<file path="src/vfd_pkg.sv">
package vfd_pkg;

   // display geometry
   localparam int          DIGITS         = 16;
   localparam int          SEGS           = 16;
   localparam int          SYMS           = 2;
   localparam int          PAT_RAM_ENTRIES = 16;
   localparam int          ROM_ENTRIES    = 240;

   // command opcodes, upper nibble of the first byte
   localparam logic [3:0]  OP_CHAR        = 4'h1;
   localparam logic [3:0]  OP_PAT         = 4'h2;
   localparam logic [3:0]  OP_SYM         = 4'h3;
   localparam logic [3:0]  OP_DUTY        = 4'h5;
   localparam logic [3:0]  OP_DIGITS      = 4'h6;
   localparam logic [3:0]  OP_LIGHTS      = 4'h7;

   // all-lights field positions
   localparam int          LIGHT_OFF_BIT  = 0;
   localparam int          LIGHT_ON_BIT   = 1;

   // codes below this value select the writable pattern ram
   localparam logic [7:0]  PAT_RAM_LIMIT  = 8'h10;

   // reset values
   localparam logic [3:0]  DUTY_RST       = 4'h0;
   localparam logic [3:0]  DIGITS_RST     = 4'h0;
   localparam logic [1:0]  LIGHTS_RST     = 2'h0;
   localparam logic [3:0]  ADDR_RST       = 4'h0;

   // timing: clock rate and one sixteenth of a digit slot
   localparam int          SYS_CLK_MHZ    = 40;
   localparam int          SUBSTEP_NS     = 1000;
   localparam int          SUBSTEP_CYC    = (SUBSTEP_NS * SYS_CLK_MHZ + 999) / 1000;
   // least host gap between pattern bytes of one write sequence
   localparam int          BYTE_GAP_NS    = 250;
   localparam int          BYTE_GAP_CYC   = (BYTE_GAP_NS * SYS_CLK_MHZ + 999) / 1000;

   // buffering
   localparam int          FIFO_DEPTH     = 4;

   // one received byte and whether it opened a frame
   typedef struct packed {
      logic       frame_start;
      logic [7:0] data;
   } vfd_word_s;

   // drive of the tube in one cycle
   typedef struct packed {
      logic [DIGITS-1:0] grid;
      logic [SEGS-1:0]   seg;
      logic [SYMS-1:0]   sym;
   } vfd_drive_s;

   // interpreter states
   typedef enum logic [2:0] {
      ST_CMD,
      ST_CHAR,
      ST_PAT_LO,
      ST_PAT_HI,
      ST_SYM,
      ST_SKIP
   } vfd_state_e;

endpackage : vfd_pkg

</file>
<file path="src/vfd_fifo.sv">
module vfd_fifo #(
   parameter int WIDTH = 9,
   parameter int DEPTH = 4
) (
   input  wire logic             sys_clk,   // system clock
   input  wire logic             rst_n,     // async reset, active low
   input  wire logic [WIDTH-1:0] in_data,   // write word
   input  wire logic             in_valid,  // write request
   output logic                  in_ready,  // room for a word
   output logic      [WIDTH-1:0] out_data,  // head word
   output logic                  out_valid, // head word present
   input  wire logic             out_ready  // reader takes head
);

   localparam int AW = (DEPTH > 1) ? $clog2(DEPTH) : 1;
   localparam int CW = $clog2(DEPTH + 1);

   logic [WIDTH-1:0] mem_r [DEPTH];
   logic [AW-1:0]    wr_ptr_r;
   logic [AW-1:0]    rd_ptr_r;
   logic [CW-1:0]    count_r;
   logic             push;
   logic             pop;

   // handshakes and head word
   assign in_ready  = (count_r != CW'(DEPTH));
   assign out_valid = (count_r != '0);
   assign push      = in_valid && in_ready;
   assign pop       = out_valid && out_ready;
   assign out_data  = mem_r[rd_ptr_r];

   // storage
   always_ff @(posedge sys_clk or negedge rst_n) begin
      if (!rst_n) begin
         for (int i = 0; i < DEPTH; i++) begin
            mem_r[i] <= '0;
         end
      end else if (push) begin
         mem_r[wr_ptr_r] <= in_data;
      end
   end

   // pointers and fill count
   always_ff @(posedge sys_clk or negedge rst_n) begin
      if (!rst_n) begin
         wr_ptr_r <= '0;
         rd_ptr_r <= '0;
         count_r  <= '0;
      end else begin
         if (push) begin
            wr_ptr_r <= (wr_ptr_r == AW'(DEPTH - 1)) ? '0 : wr_ptr_r + 1'b1;
         end
         if (pop) begin
            rd_ptr_r <= (rd_ptr_r == AW'(DEPTH - 1)) ? '0 : rd_ptr_r + 1'b1;
         end
         if (push && !pop) begin
            count_r <= count_r + 1'b1;
         end else if (pop && !push) begin
            count_r <= count_r - 1'b1;
         end
      end
   end

endmodule : vfd_fifo

</file>
<file path="src/vfd_ctrl.sv">
module vfd_ctrl (
   input  wire logic   sys_clk,               // 40 MHz system clock
   input  wire logic   rst_n,                 // hardware reset, active low
   input  wire logic   select_n_pin,          // link select, low enables transfer
   input  wire logic   shift_clock_pin,       // link shift clock
   input  wire logic   serial_data_pin,       // link serial data
   output logic [15:0] grid_outputs,          // grid drive, one per digit
   output logic [15:0] anode_segment_outputs, // segment drive
   output logic [1:0]  symbol_outputs,        // symbol drive
   output logic [3:0]  duty_bits,             // current duty setting
   output logic [3:0]  digit_count_bits       // current digit count setting
);
   import vfd_pkg::*;

   localparam int WW = $bits(vfd_word_s);

   // ---------------------------------------------------------------
   // pin synchronisers
   // ---------------------------------------------------------------
   logic       sel_meta_r;
   logic       sel_sync_r;
   logic       sel_d_r;
   logic       sck_meta_r;
   logic       sck_sync_r;
   logic       sck_d_r;
   logic       dat_meta_r;
   logic       dat_sync_r;

   // two flops per pin, the first read only by the second
   always_ff @(posedge sys_clk or negedge rst_n) begin
      if (!rst_n) begin
         sel_meta_r <= 1'b1;
         sel_sync_r <= 1'b1;
         sck_meta_r <= 1'b0;
         sck_sync_r <= 1'b0;
         dat_meta_r <= 1'b0;
         dat_sync_r <= 1'b0;
      end else begin
         sel_meta_r <= select_n_pin;
         sel_sync_r <= sel_meta_r;
         sck_meta_r <= shift_clock_pin;
         sck_sync_r <= sck_meta_r;
         dat_meta_r <= serial_data_pin;
         dat_sync_r <= dat_meta_r;
      end
   end

   // delayed copies for edge finding
   always_ff @(posedge sys_clk or negedge rst_n) begin
      if (!rst_n) begin
         sel_d_r <= 1'b1;
         sck_d_r <= 1'b0;
      end else begin
         sel_d_r <= sel_sync_r;
         sck_d_r <= sck_sync_r;
      end
   end

   logic sck_rise;
   logic sel_fall;

   assign sck_rise = sck_sync_r && !sck_d_r && !sel_sync_r;
   assign sel_fall = !sel_sync_r && sel_d_r;

   // ---------------------------------------------------------------
   // serial shifter
   // ---------------------------------------------------------------
   logic [7:0] shift_r;
   logic [2:0] bit_cnt_r;
   logic       first_r;
   vfd_word_s  pend_r;
   logic       pend_vld_r;
   logic       fifo_in_ready;

   // LSB first shift, bit count restarts when select is high
   always_ff @(posedge sys_clk or negedge rst_n) begin
      if (!rst_n) begin
         shift_r   <= 8'h00;
         bit_cnt_r <= 3'h0;
      end else if (sel_sync_r) begin
         bit_cnt_r <= 3'h0;
      end else if (sck_rise) begin
         shift_r   <= {dat_sync_r, shift_r[7:1]};
         bit_cnt_r <= bit_cnt_r + 3'h1;
      end
   end

   logic byte_done;
   assign byte_done = sck_rise && (bit_cnt_r == 3'h7);

   // marks the first byte after select falls
   always_ff @(posedge sys_clk or negedge rst_n) begin
      if (!rst_n) begin
         first_r <= 1'b0;
      end else if (sel_fall) begin
         first_r <= 1'b1;
      end else if (byte_done) begin
         first_r <= 1'b0;
      end
   end

   // internal load: byte held until the fifo has room
   always_ff @(posedge sys_clk or negedge rst_n) begin
      if (!rst_n) begin
         pend_r     <= '0;
         pend_vld_r <= 1'b0;
      end else if (byte_done) begin
         pend_r.data        <= {dat_sync_r, shift_r[7:1]};
         pend_r.frame_start <= first_r;
         pend_vld_r         <= 1'b1;
      end else if (fifo_in_ready) begin
         pend_vld_r <= 1'b0;
      end
   end

   // ---------------------------------------------------------------
   // byte buffer
   // ---------------------------------------------------------------
   logic [WW-1:0] fifo_out;
   logic          fifo_out_valid;
   logic          take;
   vfd_word_s     exec_r;
   logic          exec_vld_r;

   vfd_fifo #(
      .WIDTH (WW),
      .DEPTH (FIFO_DEPTH)
   ) u_fifo (
      .sys_clk   (sys_clk),
      .rst_n     (rst_n),
      .in_data   (pend_r),
      .in_valid  (pend_vld_r),
      .in_ready  (fifo_in_ready),
      .out_data  (fifo_out),
      .out_valid (fifo_out_valid),
      .out_ready (take)
   );

   // interpreter takes a byte, then spends one cycle executing it
   assign take = fifo_out_valid && !exec_vld_r;

   always_ff @(posedge sys_clk or negedge rst_n) begin
      if (!rst_n) begin
         exec_r     <= '0;
         exec_vld_r <= 1'b0;
      end else begin
         exec_vld_r <= take;
         if (take) begin
            exec_r <= vfd_word_s'(fifo_out);
         end
      end
   end

   // ---------------------------------------------------------------
   // command decode
   // ---------------------------------------------------------------
   vfd_state_e state_r;
   logic       is_cmd;
   logic [3:0] op;
   logic [3:0] arg;
   logic       wr_char;
   logic       wr_pat;
   logic       wr_sym;

   assign is_cmd  = exec_vld_r && (exec_r.frame_start || state_r == ST_CMD);
   assign op      = exec_r.data[7:4];
   assign arg     = exec_r.data[3:0];
   assign wr_char = exec_vld_r && !is_cmd && (state_r == ST_CHAR);
   assign wr_pat  = exec_vld_r && !is_cmd && (state_r == ST_PAT_HI);
   assign wr_sym  = exec_vld_r && !is_cmd && (state_r == ST_SYM);

   // sequence state: first byte of a frame is a command, rest is data
   always_ff @(posedge sys_clk or negedge rst_n) begin
      if (!rst_n) begin
         state_r <= ST_CMD;
      end else if (is_cmd) begin
         unique case (op)
            OP_CHAR: state_r <= ST_CHAR;
            OP_PAT:  state_r <= ST_PAT_LO;
            OP_SYM:  state_r <= ST_SYM;
            default: state_r <= ST_SKIP;
         endcase
      end else if (exec_vld_r) begin
         unique case (state_r)
            // pattern bytes pair into one item
            ST_PAT_LO: state_r <= ST_PAT_HI;
            ST_PAT_HI: state_r <= ST_PAT_LO;
            default:   state_r <= state_r;
         endcase
      end
   end

   // ---------------------------------------------------------------
   // storage: character codes, patterns, symbols
   // ---------------------------------------------------------------
   logic [3:0]  char_addr_r;
   logic [3:0]  pat_addr_r;
   logic [3:0]  sym_addr_r;
   logic [7:0]  pat_lo_r;
   logic [7:0]  char_ram_r [DIGITS];
   logic [15:0] pat_ram_r  [PAT_RAM_ENTRIES];
   logic [1:0]  sym_ram_r  [DIGITS];

   // digit address from low nibble, auto increment
   always_ff @(posedge sys_clk or negedge rst_n) begin
      if (!rst_n) begin
         char_addr_r <= ADDR_RST;
      end else if (is_cmd && op == OP_CHAR) begin
         char_addr_r <= arg;
      end else if (wr_char) begin
         char_addr_r <= char_addr_r + 4'h1;
      end
   end

   always_ff @(posedge sys_clk or negedge rst_n) begin
      if (!rst_n) begin
         pat_addr_r <= ADDR_RST;
      end else if (is_cmd && op == OP_PAT) begin
         pat_addr_r <= arg;
      end else if (wr_pat) begin
         pat_addr_r <= pat_addr_r + 4'h1;
      end
   end

   always_ff @(posedge sys_clk or negedge rst_n) begin
      if (!rst_n) begin
         sym_addr_r <= ADDR_RST;
      end else if (is_cmd && op == OP_SYM) begin
         sym_addr_r <= arg;
      end else if (wr_sym) begin
         sym_addr_r <= sym_addr_r + 4'h1;
      end
   end

   // low pattern byte waits for its partner
   always_ff @(posedge sys_clk or negedge rst_n) begin
      if (!rst_n) begin
         pat_lo_r <= 8'h00;
      end else if (exec_vld_r && !is_cmd && state_r == ST_PAT_LO) begin
         pat_lo_r <= exec_r.data;
      end
   end

   // one entry per digit or pattern slot
   generate
      for (genvar g = 0; g < DIGITS; g++) begin : g_ram
         always_ff @(posedge sys_clk or negedge rst_n) begin
            if (!rst_n) begin
               char_ram_r[g] <= 8'h00;
               pat_ram_r[g]  <= 16'h0000;
               sym_ram_r[g]  <= 2'h0;
            end else begin
               if (wr_char && char_addr_r == 4'(g)) begin
                  char_ram_r[g] <= exec_r.data;
               end
               // bit 0 first, low byte then high byte
               if (wr_pat && pat_addr_r == 4'(g)) begin
                  pat_ram_r[g] <= {exec_r.data, pat_lo_r};
               end
               if (wr_sym && sym_addr_r == 4'(g)) begin
                  sym_ram_r[g] <= exec_r.data[1:0];
               end
            end
         end
      end
   endgenerate

   // ---------------------------------------------------------------
   // control settings
   // ---------------------------------------------------------------
   logic [3:0] duty_r;
   logic [3:0] count_r;
   logic [1:0] lights_r;

   // cleared at reset, set by one-byte commands
   always_ff @(posedge sys_clk or negedge rst_n) begin
      if (!rst_n) begin
         duty_r   <= DUTY_RST;
         count_r  <= DIGITS_RST;
         lights_r <= LIGHTS_RST;
      end else if (is_cmd) begin
         if (op == OP_DUTY) begin
            duty_r <= arg;
         end
         if (op == OP_DIGITS) begin
            count_r <= arg;
         end
         if (op == OP_LIGHTS) begin
            lights_r <= arg[1:0];
         end
      end
   end

   assign duty_bits        = duty_r;
   assign digit_count_bits = count_r;

   // ---------------------------------------------------------------
   // scanning
   // ---------------------------------------------------------------
   localparam int TW = $clog2(SUBSTEP_CYC);

   logic [TW-1:0] tick_cnt_r;
   logic          tick;
   logic [3:0]    sub_r;
   logic [3:0]    digit_r;
   logic [3:0]    last_digit;

   // one-cycle enable every sixteenth of a digit slot
   assign tick = (tick_cnt_r == TW'(SUBSTEP_CYC - 1));

   always_ff @(posedge sys_clk or negedge rst_n) begin
      if (!rst_n) begin
         tick_cnt_r <= '0;
      end else begin
         tick_cnt_r <= tick ? '0 : tick_cnt_r + 1'b1;
      end
   end

   assign last_digit = (count_r == 4'h0) ? 4'hf : count_r - 4'h1;

   always_ff @(posedge sys_clk or negedge rst_n) begin
      if (!rst_n) begin
         sub_r   <= 4'h0;
         digit_r <= 4'h0;
      end else if (tick) begin
         sub_r <= sub_r + 4'h1;
         if (sub_r == 4'hf) begin
            digit_r <= (digit_r >= last_digit) ? 4'h0 : digit_r + 4'h1;
         end
      end
   end

   // fixed rom; glyph data comes with the mask set, this is a stand-in
   function automatic logic [15:0] rom_glyph(input logic [7:0] code);
      rom_glyph = {code ^ 8'h5a, ~code};
   endfunction : rom_glyph

   logic [7:0]  cur_code;
   logic [15:0] cur_pat;
   vfd_drive_s  drive_nxt;
   vfd_drive_s  drive_r;

   // low codes use pattern ram, the rest use the rom
   assign cur_code = char_ram_r[digit_r];
   assign cur_pat  = (cur_code < PAT_RAM_LIMIT) ? pat_ram_r[cur_code[3:0]]
                                                : rom_glyph(cur_code);

   // next drive of the tube
   always_comb begin
      drive_nxt = '0;
      // grid lit for duty sixteenths, digit n on grid n
      if (sub_r < duty_r) begin
         drive_nxt.grid[digit_r] = 1'b1;
      end
      // segments and symbols of the scanned digit
      drive_nxt.seg = cur_pat;
      drive_nxt.sym = sym_ram_r[digit_r];
      if (lights_r[LIGHT_ON_BIT]) begin
         drive_nxt.seg = '1;
         drive_nxt.sym = '1;
      end else if (lights_r[LIGHT_OFF_BIT]) begin
         drive_nxt.seg = '0;
         drive_nxt.sym = '0;
      end
   end

   // registered tube drive, all low at reset
   always_ff @(posedge sys_clk or negedge rst_n) begin
      if (!rst_n) begin
         drive_r <= '0;
      end else begin
         drive_r <= drive_nxt;
      end
   end

   assign grid_outputs          = drive_r.grid;
   assign anode_segment_outputs = drive_r.seg;
   assign symbol_outputs        = drive_r.sym;

endmodule : vfd_ctrl

</file>
<file path="config.mk">
export PLATFORM = sky130hd
export DESIGN_NAME = vfd_ctrl
export DESIGN_NICKNAME = d
export VERILOG_FILES = /design/src/vfd_pkg.sv /design/src/vfd_fifo.sv /design/src/vfd_ctrl.sv
export SDC_FILE = /design/constraint.sdc
export NUM_CORES = 1
export LEC_CHECK = 0
export BUFFER_PORTS_ARGS = -buffer_cell sky130_fd_sc_hd__buf_2
export CAP_MARGIN = 30
export CORE_MARGIN = 4
export CORE_UTILIZATION = 61
export CTS_CLUSTER_SIZE = 14
export DETAILED_ROUTE_END_ITERATION = 8
export GPL_TIMING_DRIVEN = 0
export PLACE_DENSITY = 0.88
export SETUP_SLACK_MARGIN = 0.02
export SLEW_MARGIN = 10
export SYNTH_ARGS = -nofsm -noshare
export SYNTH_HDL_FRONTEND = slang
export SYNTH_SLANG_ARGS = --single-unit
</file>
<file path="constraint.sdc">
create_clock -name sys_clk -period 5.69 [get_ports sys_clk]
set_input_delay 1.138 -clock sys_clk [delete_from_list [all_inputs] [get_ports sys_clk]]
set_output_delay 1.138 -clock sys_clk [all_outputs]
set_load 0.02 [all_outputs]
</file>
### Word-level counts from Yosys, hierarchy flattened

Index checks and enable logic that the tools add are counted.

* register bits: 580
* bits in latches: 0
* memory bits (writable): 0
* bits in read-only memories: 0
* bits of input ports: 5
* output and inout port bits: 42
* word-level logic and storage cells: 316
* memories kept: 0

* add/subtract/negate cells: 12
* $mul: 0
* div/mod/pow operators: 0
* $lt $le $gt $ge: 10
* eq/ne operators: 61
* shift-type cells: 0
* muxes and demuxes: 44
* bitwise logic cells: 7
* reductions and logical operators: 96

Operators with widths (count)
* $eq A4 B4 Y1 const B: 25
* $logic_and A1 B1 Y1: 68
* $bmux W16 S4: 1
* $mux W16: 4
* $eq A4 B3 Y1 const B: 15
* $bwmux W36: 1
* $mux W18: 2
* $bmux W8 S4: 1
* $eq A4 B2 Y1 const B: 8
* $mux W4: 8
* $mux W9: 3
* $add A4 B1 Y4 const B: 5
* $bmux W9 S2: 1
* $demux W9 S2: 1
* $mux W3: 6
* $eq A4 B1 Y1 const B: 4
* $logic_not A4 Y1: 4
* $mux W8: 2
* $reduce_bool A2 Y1: 8
* $reduce_and A2 Y1: 6
* $ge A5 B5 Y1 const B: 2
* $not A4 Y5: 2
* $pmux W3 S3: 1
* $bmux W2 S4: 1
* 31 further kinds: 51

### Longest topological paths before layout

* depth in word-level cells: 11
* depth in mapped cells: 13
* gate-level depth less buffers: 11

### By module

Synthesis repeated with hierarchy kept, for this count alone.

* cell total of the unflattened synthesis: 1929
* area, all modules: 26235.2 um^2

Modules (own cells, without submodules)
* vfd_ctrl: times used 1, cells each 1805, area each 24263.3 um^2, seq. area each 13416.6 um^2
* vfd_fifo: times used 1, cells each 124, area each 1971.9 um^2, seq. area each 1076.0 um^2

### Least setup slack after synthesis

Ideal clock, no wire load.

* kind: reg-to-reg
* from: reg digit_r[1]
* to: reg drive_r, in the netlist anode_segment_outputs[10]
* library setup time: 0.127 ns
* arrival: 2.929 ns
* setup slack: 2.634 ns
* stages on the path, launching flop included: 11
* path buffers: 4
* period minus slack after synthesis: 3.056 ns
* cell sequence: dfrtp_1 > buf_2 > buf_2 > buf_1 > mux4_2 > a22oi_1 > nand2_1 > or4_4 > buf_6 > a211o_1 > a311o_1

RTL lines
* from (decl): RTL line vfd_ctrl.sv:305 `logic [3:0] digit_r;`
* from (signal assigned): RTL line vfd_ctrl.sv:328 `digit_r <= (digit_r >= last_digit) ? 4'h0 : digit_r + 4'h1;`
* to (signal assigned): RTL line vfd_ctrl.sv:372 `drive_r <= drive_nxt;`
* to (decl): RTL line vfd_ctrl.sv:341 `vfd_drive_s drive_r;`

==> impl_results.md <==
* Setup violators final at 0
* Clk slew on worst S/H paths at 0.06 ns
* RePlAce Congestion at ~0.92
* Crit-path max FO at 10
* Synth Warn # at 0
* Dpl cells at ~2500
* CTS tree: done
* CTS H-tree lvls at 2
* Die ar. at roughly 0.046 mm^2
* Skew final at 0.0432 ns
* DRT Pass-1 Iters at 6
* Postcts setup bufs at 0
* Critical Path End Type: flop
* Final Hold Viols at 0
* Antenna cells at 0
* Die width at 215 um
* Most frequent CP cell: buf_2
* Hold crit path type: flop to flop
* GRT overflow at 0
* Number of global-route vias before repair at 18749
* Hpwl dp at 45700 um
* Final antenna-violating net count at 0
* Io pins at 47
* Post-Layout Cell Count at 2618
* Clock Tree Buf Depth at 3
* Syn nets at 1961
* Avg Cell Area, Syn at 13.7 um^2
* Highest clock rate at about 220 MHz
* Cts hold-fix bufs at 0
* Worst r2r path cells at 11
* RSZ-0062 raised after global routing: no
* Cell depth of the worst setup path at 11
* CTS sink cnt at 579
* Top cells by area in the synthesized netlist: dfrtp_1, mux2_2, mux4_2
* Pwr Density at 300 mW/mm^2
* All-Layer GR Usage at 0.307
* Cell variety after synth at 62
* WL final at 71200 um
* Post-layout util at 0.693
* Root Driver: clkbuf_16
* Relative slew slack at 0.263
* Crit-path cells: buf_2 > buf_2 > buf_2 > mux4_2 > a22o_1 > a21oi_2 > buf_4 > nor2b_1 > a32o_1 > nor3_1 > o21ai_0
* Vias post-DR at 17629
* Bufs and invs on worst path at 4
* WL/cell at 27.2 um
* Leading area contributor after synthesis: dfrtp_1
* Via density at between 6 and 7
* Initial DRC Count at 2039
* CP Class: flop to flop
* Hold path cells at 0
* Synth async-reset ratio at 1.00
* Setup crit start kind: flop
* Largest net degree at the start of global routing at 120
* CP delay by family, top: compound AO/OA/AOI/OAI gates
* Total Power at 0.00880 W
* Status: finished clean
* Synth Instances at approximately 1900
* DRC at 0
* Tmin final at approximately 4.5 ns
* Ys flop type: dfrtp_1
* EDFF count, synth at 0
* FF+latch count, synth at 579
* Num CTS Buffers at 58
* Final period util at 0.798
* Initial antenna violation count at 1
* Layout Nets at 2073
* Area growth from synthesis to layout at 11.7%
* Maxcap violations at 0
* Die Ht at around 220 um
* Clk Latency, worst-skew pair at 0.64 ns
* Resized cells post-CTS at 0
* Post-synth top area share at 0.550
* Wire length of the first global-routing pass at 110000 um
* Pins Over Slew Limit at 0
* Lkg Pwr at 14.7 nW
* VDD IR max at 0.000284 V
* Delay of the slowest critical-path stage at 0.69 ns
* Worst endpoint data arrival time at a little over 5 ns
* Core outline area at 0.0422 mm^2
* Layout cells sized above 1 at 0.349
* Initial cell density of the core at 0.621
* IO Port Bufs at 46
* Tightest Pin Transition at between 1 and 1.5 ns
* Cell Area, Synth at roughly 0.026 mm^2
* Crit-path slowest cell: nor2b_1
* Row cnt at 75
* Sequential share of the synthesized area at 0.553
* Critical Path RT at 6.18 ns
cell usage in the layout, fill, tap and decap left out, types with 44 or more instances in the layout:
| cell type | n |
|---|---|
| buf_2 | 63 |
| mux2i_1 | 100 |
| clkbuf_1 | 102 |
| mux4_2 | 55 |
| mux2_2 | 479 |
| clkbuf_16 | 58 |
| o21ai_0 | 64 |
| nand2_1 | 152 |
| nor2_1 | 44 |
| dfrtp_1 | 576 |
power breakdown:
part	internal, W	switching (W)
clock network	0.00232	0.00165
logic	0.000206	0.000328
registers	0.00420	0.0000980
final timing paths:
path,startpoint,endpoint,slack (ns)
max,digit_r[1],anode_segment_outputs[9],1.15
min,dat_meta_r,dat_sync_r,0.35
max reg2reg,digit_r[1],anode_segment_outputs[9],1.15
min reg2reg,dat_meta_r,dat_sync_r,0.35
max in group asynchronous,rst_n,sel_d_r,3.37
min in group asynchronous,rst_n,char_ram_r[81],0.50
cell type report:
cell class / instances / area, um^2
buffer: 129 / 598
tap: 539 / 674
inverter: 23 / 86.3
timing repair buffer: 52 / 405
sequential: 579 / 14500
clock buffer: 80 / 1620
multi-input combinational: 1189 / 11100
clock inverter: 27 / 350
fill: 2688 / 12900
logic make-up (layout without fill, tap and decap cells):
logic type | after synthesis | after routing | synth area share
buf+inv | 152 | 311 | 0.0261
compound gates | 194 | 194 | 0.0477
simple gates | 301 | 301 | 0.0536
mux | 639 | 639 | 0.296
flops | 579 | 579 | 0.553
xor+xnor | 19 | 19 | 0.00635
fa+ha+maj | 36 | 36 | 0.0175
synthesized netlist by cell type (all sizes together), types with 3 or more instances:
| cell | n |
|---|---|
| a31o | 3 |
| nand2b | 9 |
| dfrtp | 576 |
| a221oi | 4 |
| and3 | 8 |
| o21ai | 65 |
| a32o | 4 |
| a21o | 7 |
| nor2b | 24 |
| a41oi | 3 |
| o31ai | 3 |
| inv | 23 |
| nand4 | 5 |
| a311o | 3 |
| xnor2 | 7 |
| o221ai | 3 |
| a22oi | 17 |
| dfstp | 3 |
| nand2 | 152 |
| a31oi | 11 |
| a21oi | 35 |
| and4 | 5 |
| nor2 | 44 |
| nand3 | 6 |
| and3b | 3 |
| xor2 | 12 |
| and2 | 8 |
| or2 | 4 |
| mux2 | 479 |
| a221o | 3 |
| clkbuf | 89 |
| mux2i | 100 |
| nor3 | 18 |
| mux4 | 60 |
| a211oi | 22 |
| buf | 40 |
| ha | 35 |
| nor3b | 8 |
registers in the layout (all words and copies together), names as in the netlist, 4 cells and up:
| name | cells |
|---|---|
| anode_segment_outputs | 16 |
| arg | 4 |
| char_addr_r | 4 |
| char_ram_r | 128 |
| digit_count_bits | 4 |
| digit_r | 4 |
| duty_bits | 4 |
| exec_r | 5 |
| grid_outputs | 16 |
| pat_addr_r | 4 |
| pat_lo_r | 8 |
| pat_ram_r | 256 |
| pend_r | 9 |
| shift_r | 7 |
| sub_r | 4 |
| sym_addr_r | 4 |
| sym_ram_r | 32 |
| tick_cnt_r | 6 |
| u_fifo.mem_r | 36 |
layer usage:
layer | global-route usage | part of all wire
met5 | 0 | 0.00014
met4 | 0.178 | 0.070
met3 | 0.0788 | 0.10
met2 | 0.487 | 0.46
met1 | 0.387 | 0.37
metrics by stage:
step | hold slack (ns) | TNS [ns] | worst slack [ns] | area, um^2
2_1_floorplan | 0.331 | 0 | 2.63 | 26200
5_1_grt | 0.361 | 0 | 1.13 | 29300
3_3_place_gp | 0.335 | -4407.99 | -7.67 | 27100
4_1_cts | 0.357 | 0 | 1.28 | 29300
3_5_place_dp | 0.338 | 0 | 1.40 | 27300
6_report | 0.354 | 0 | 1.15 | 29300
Power figures use the tool's default switching activity.
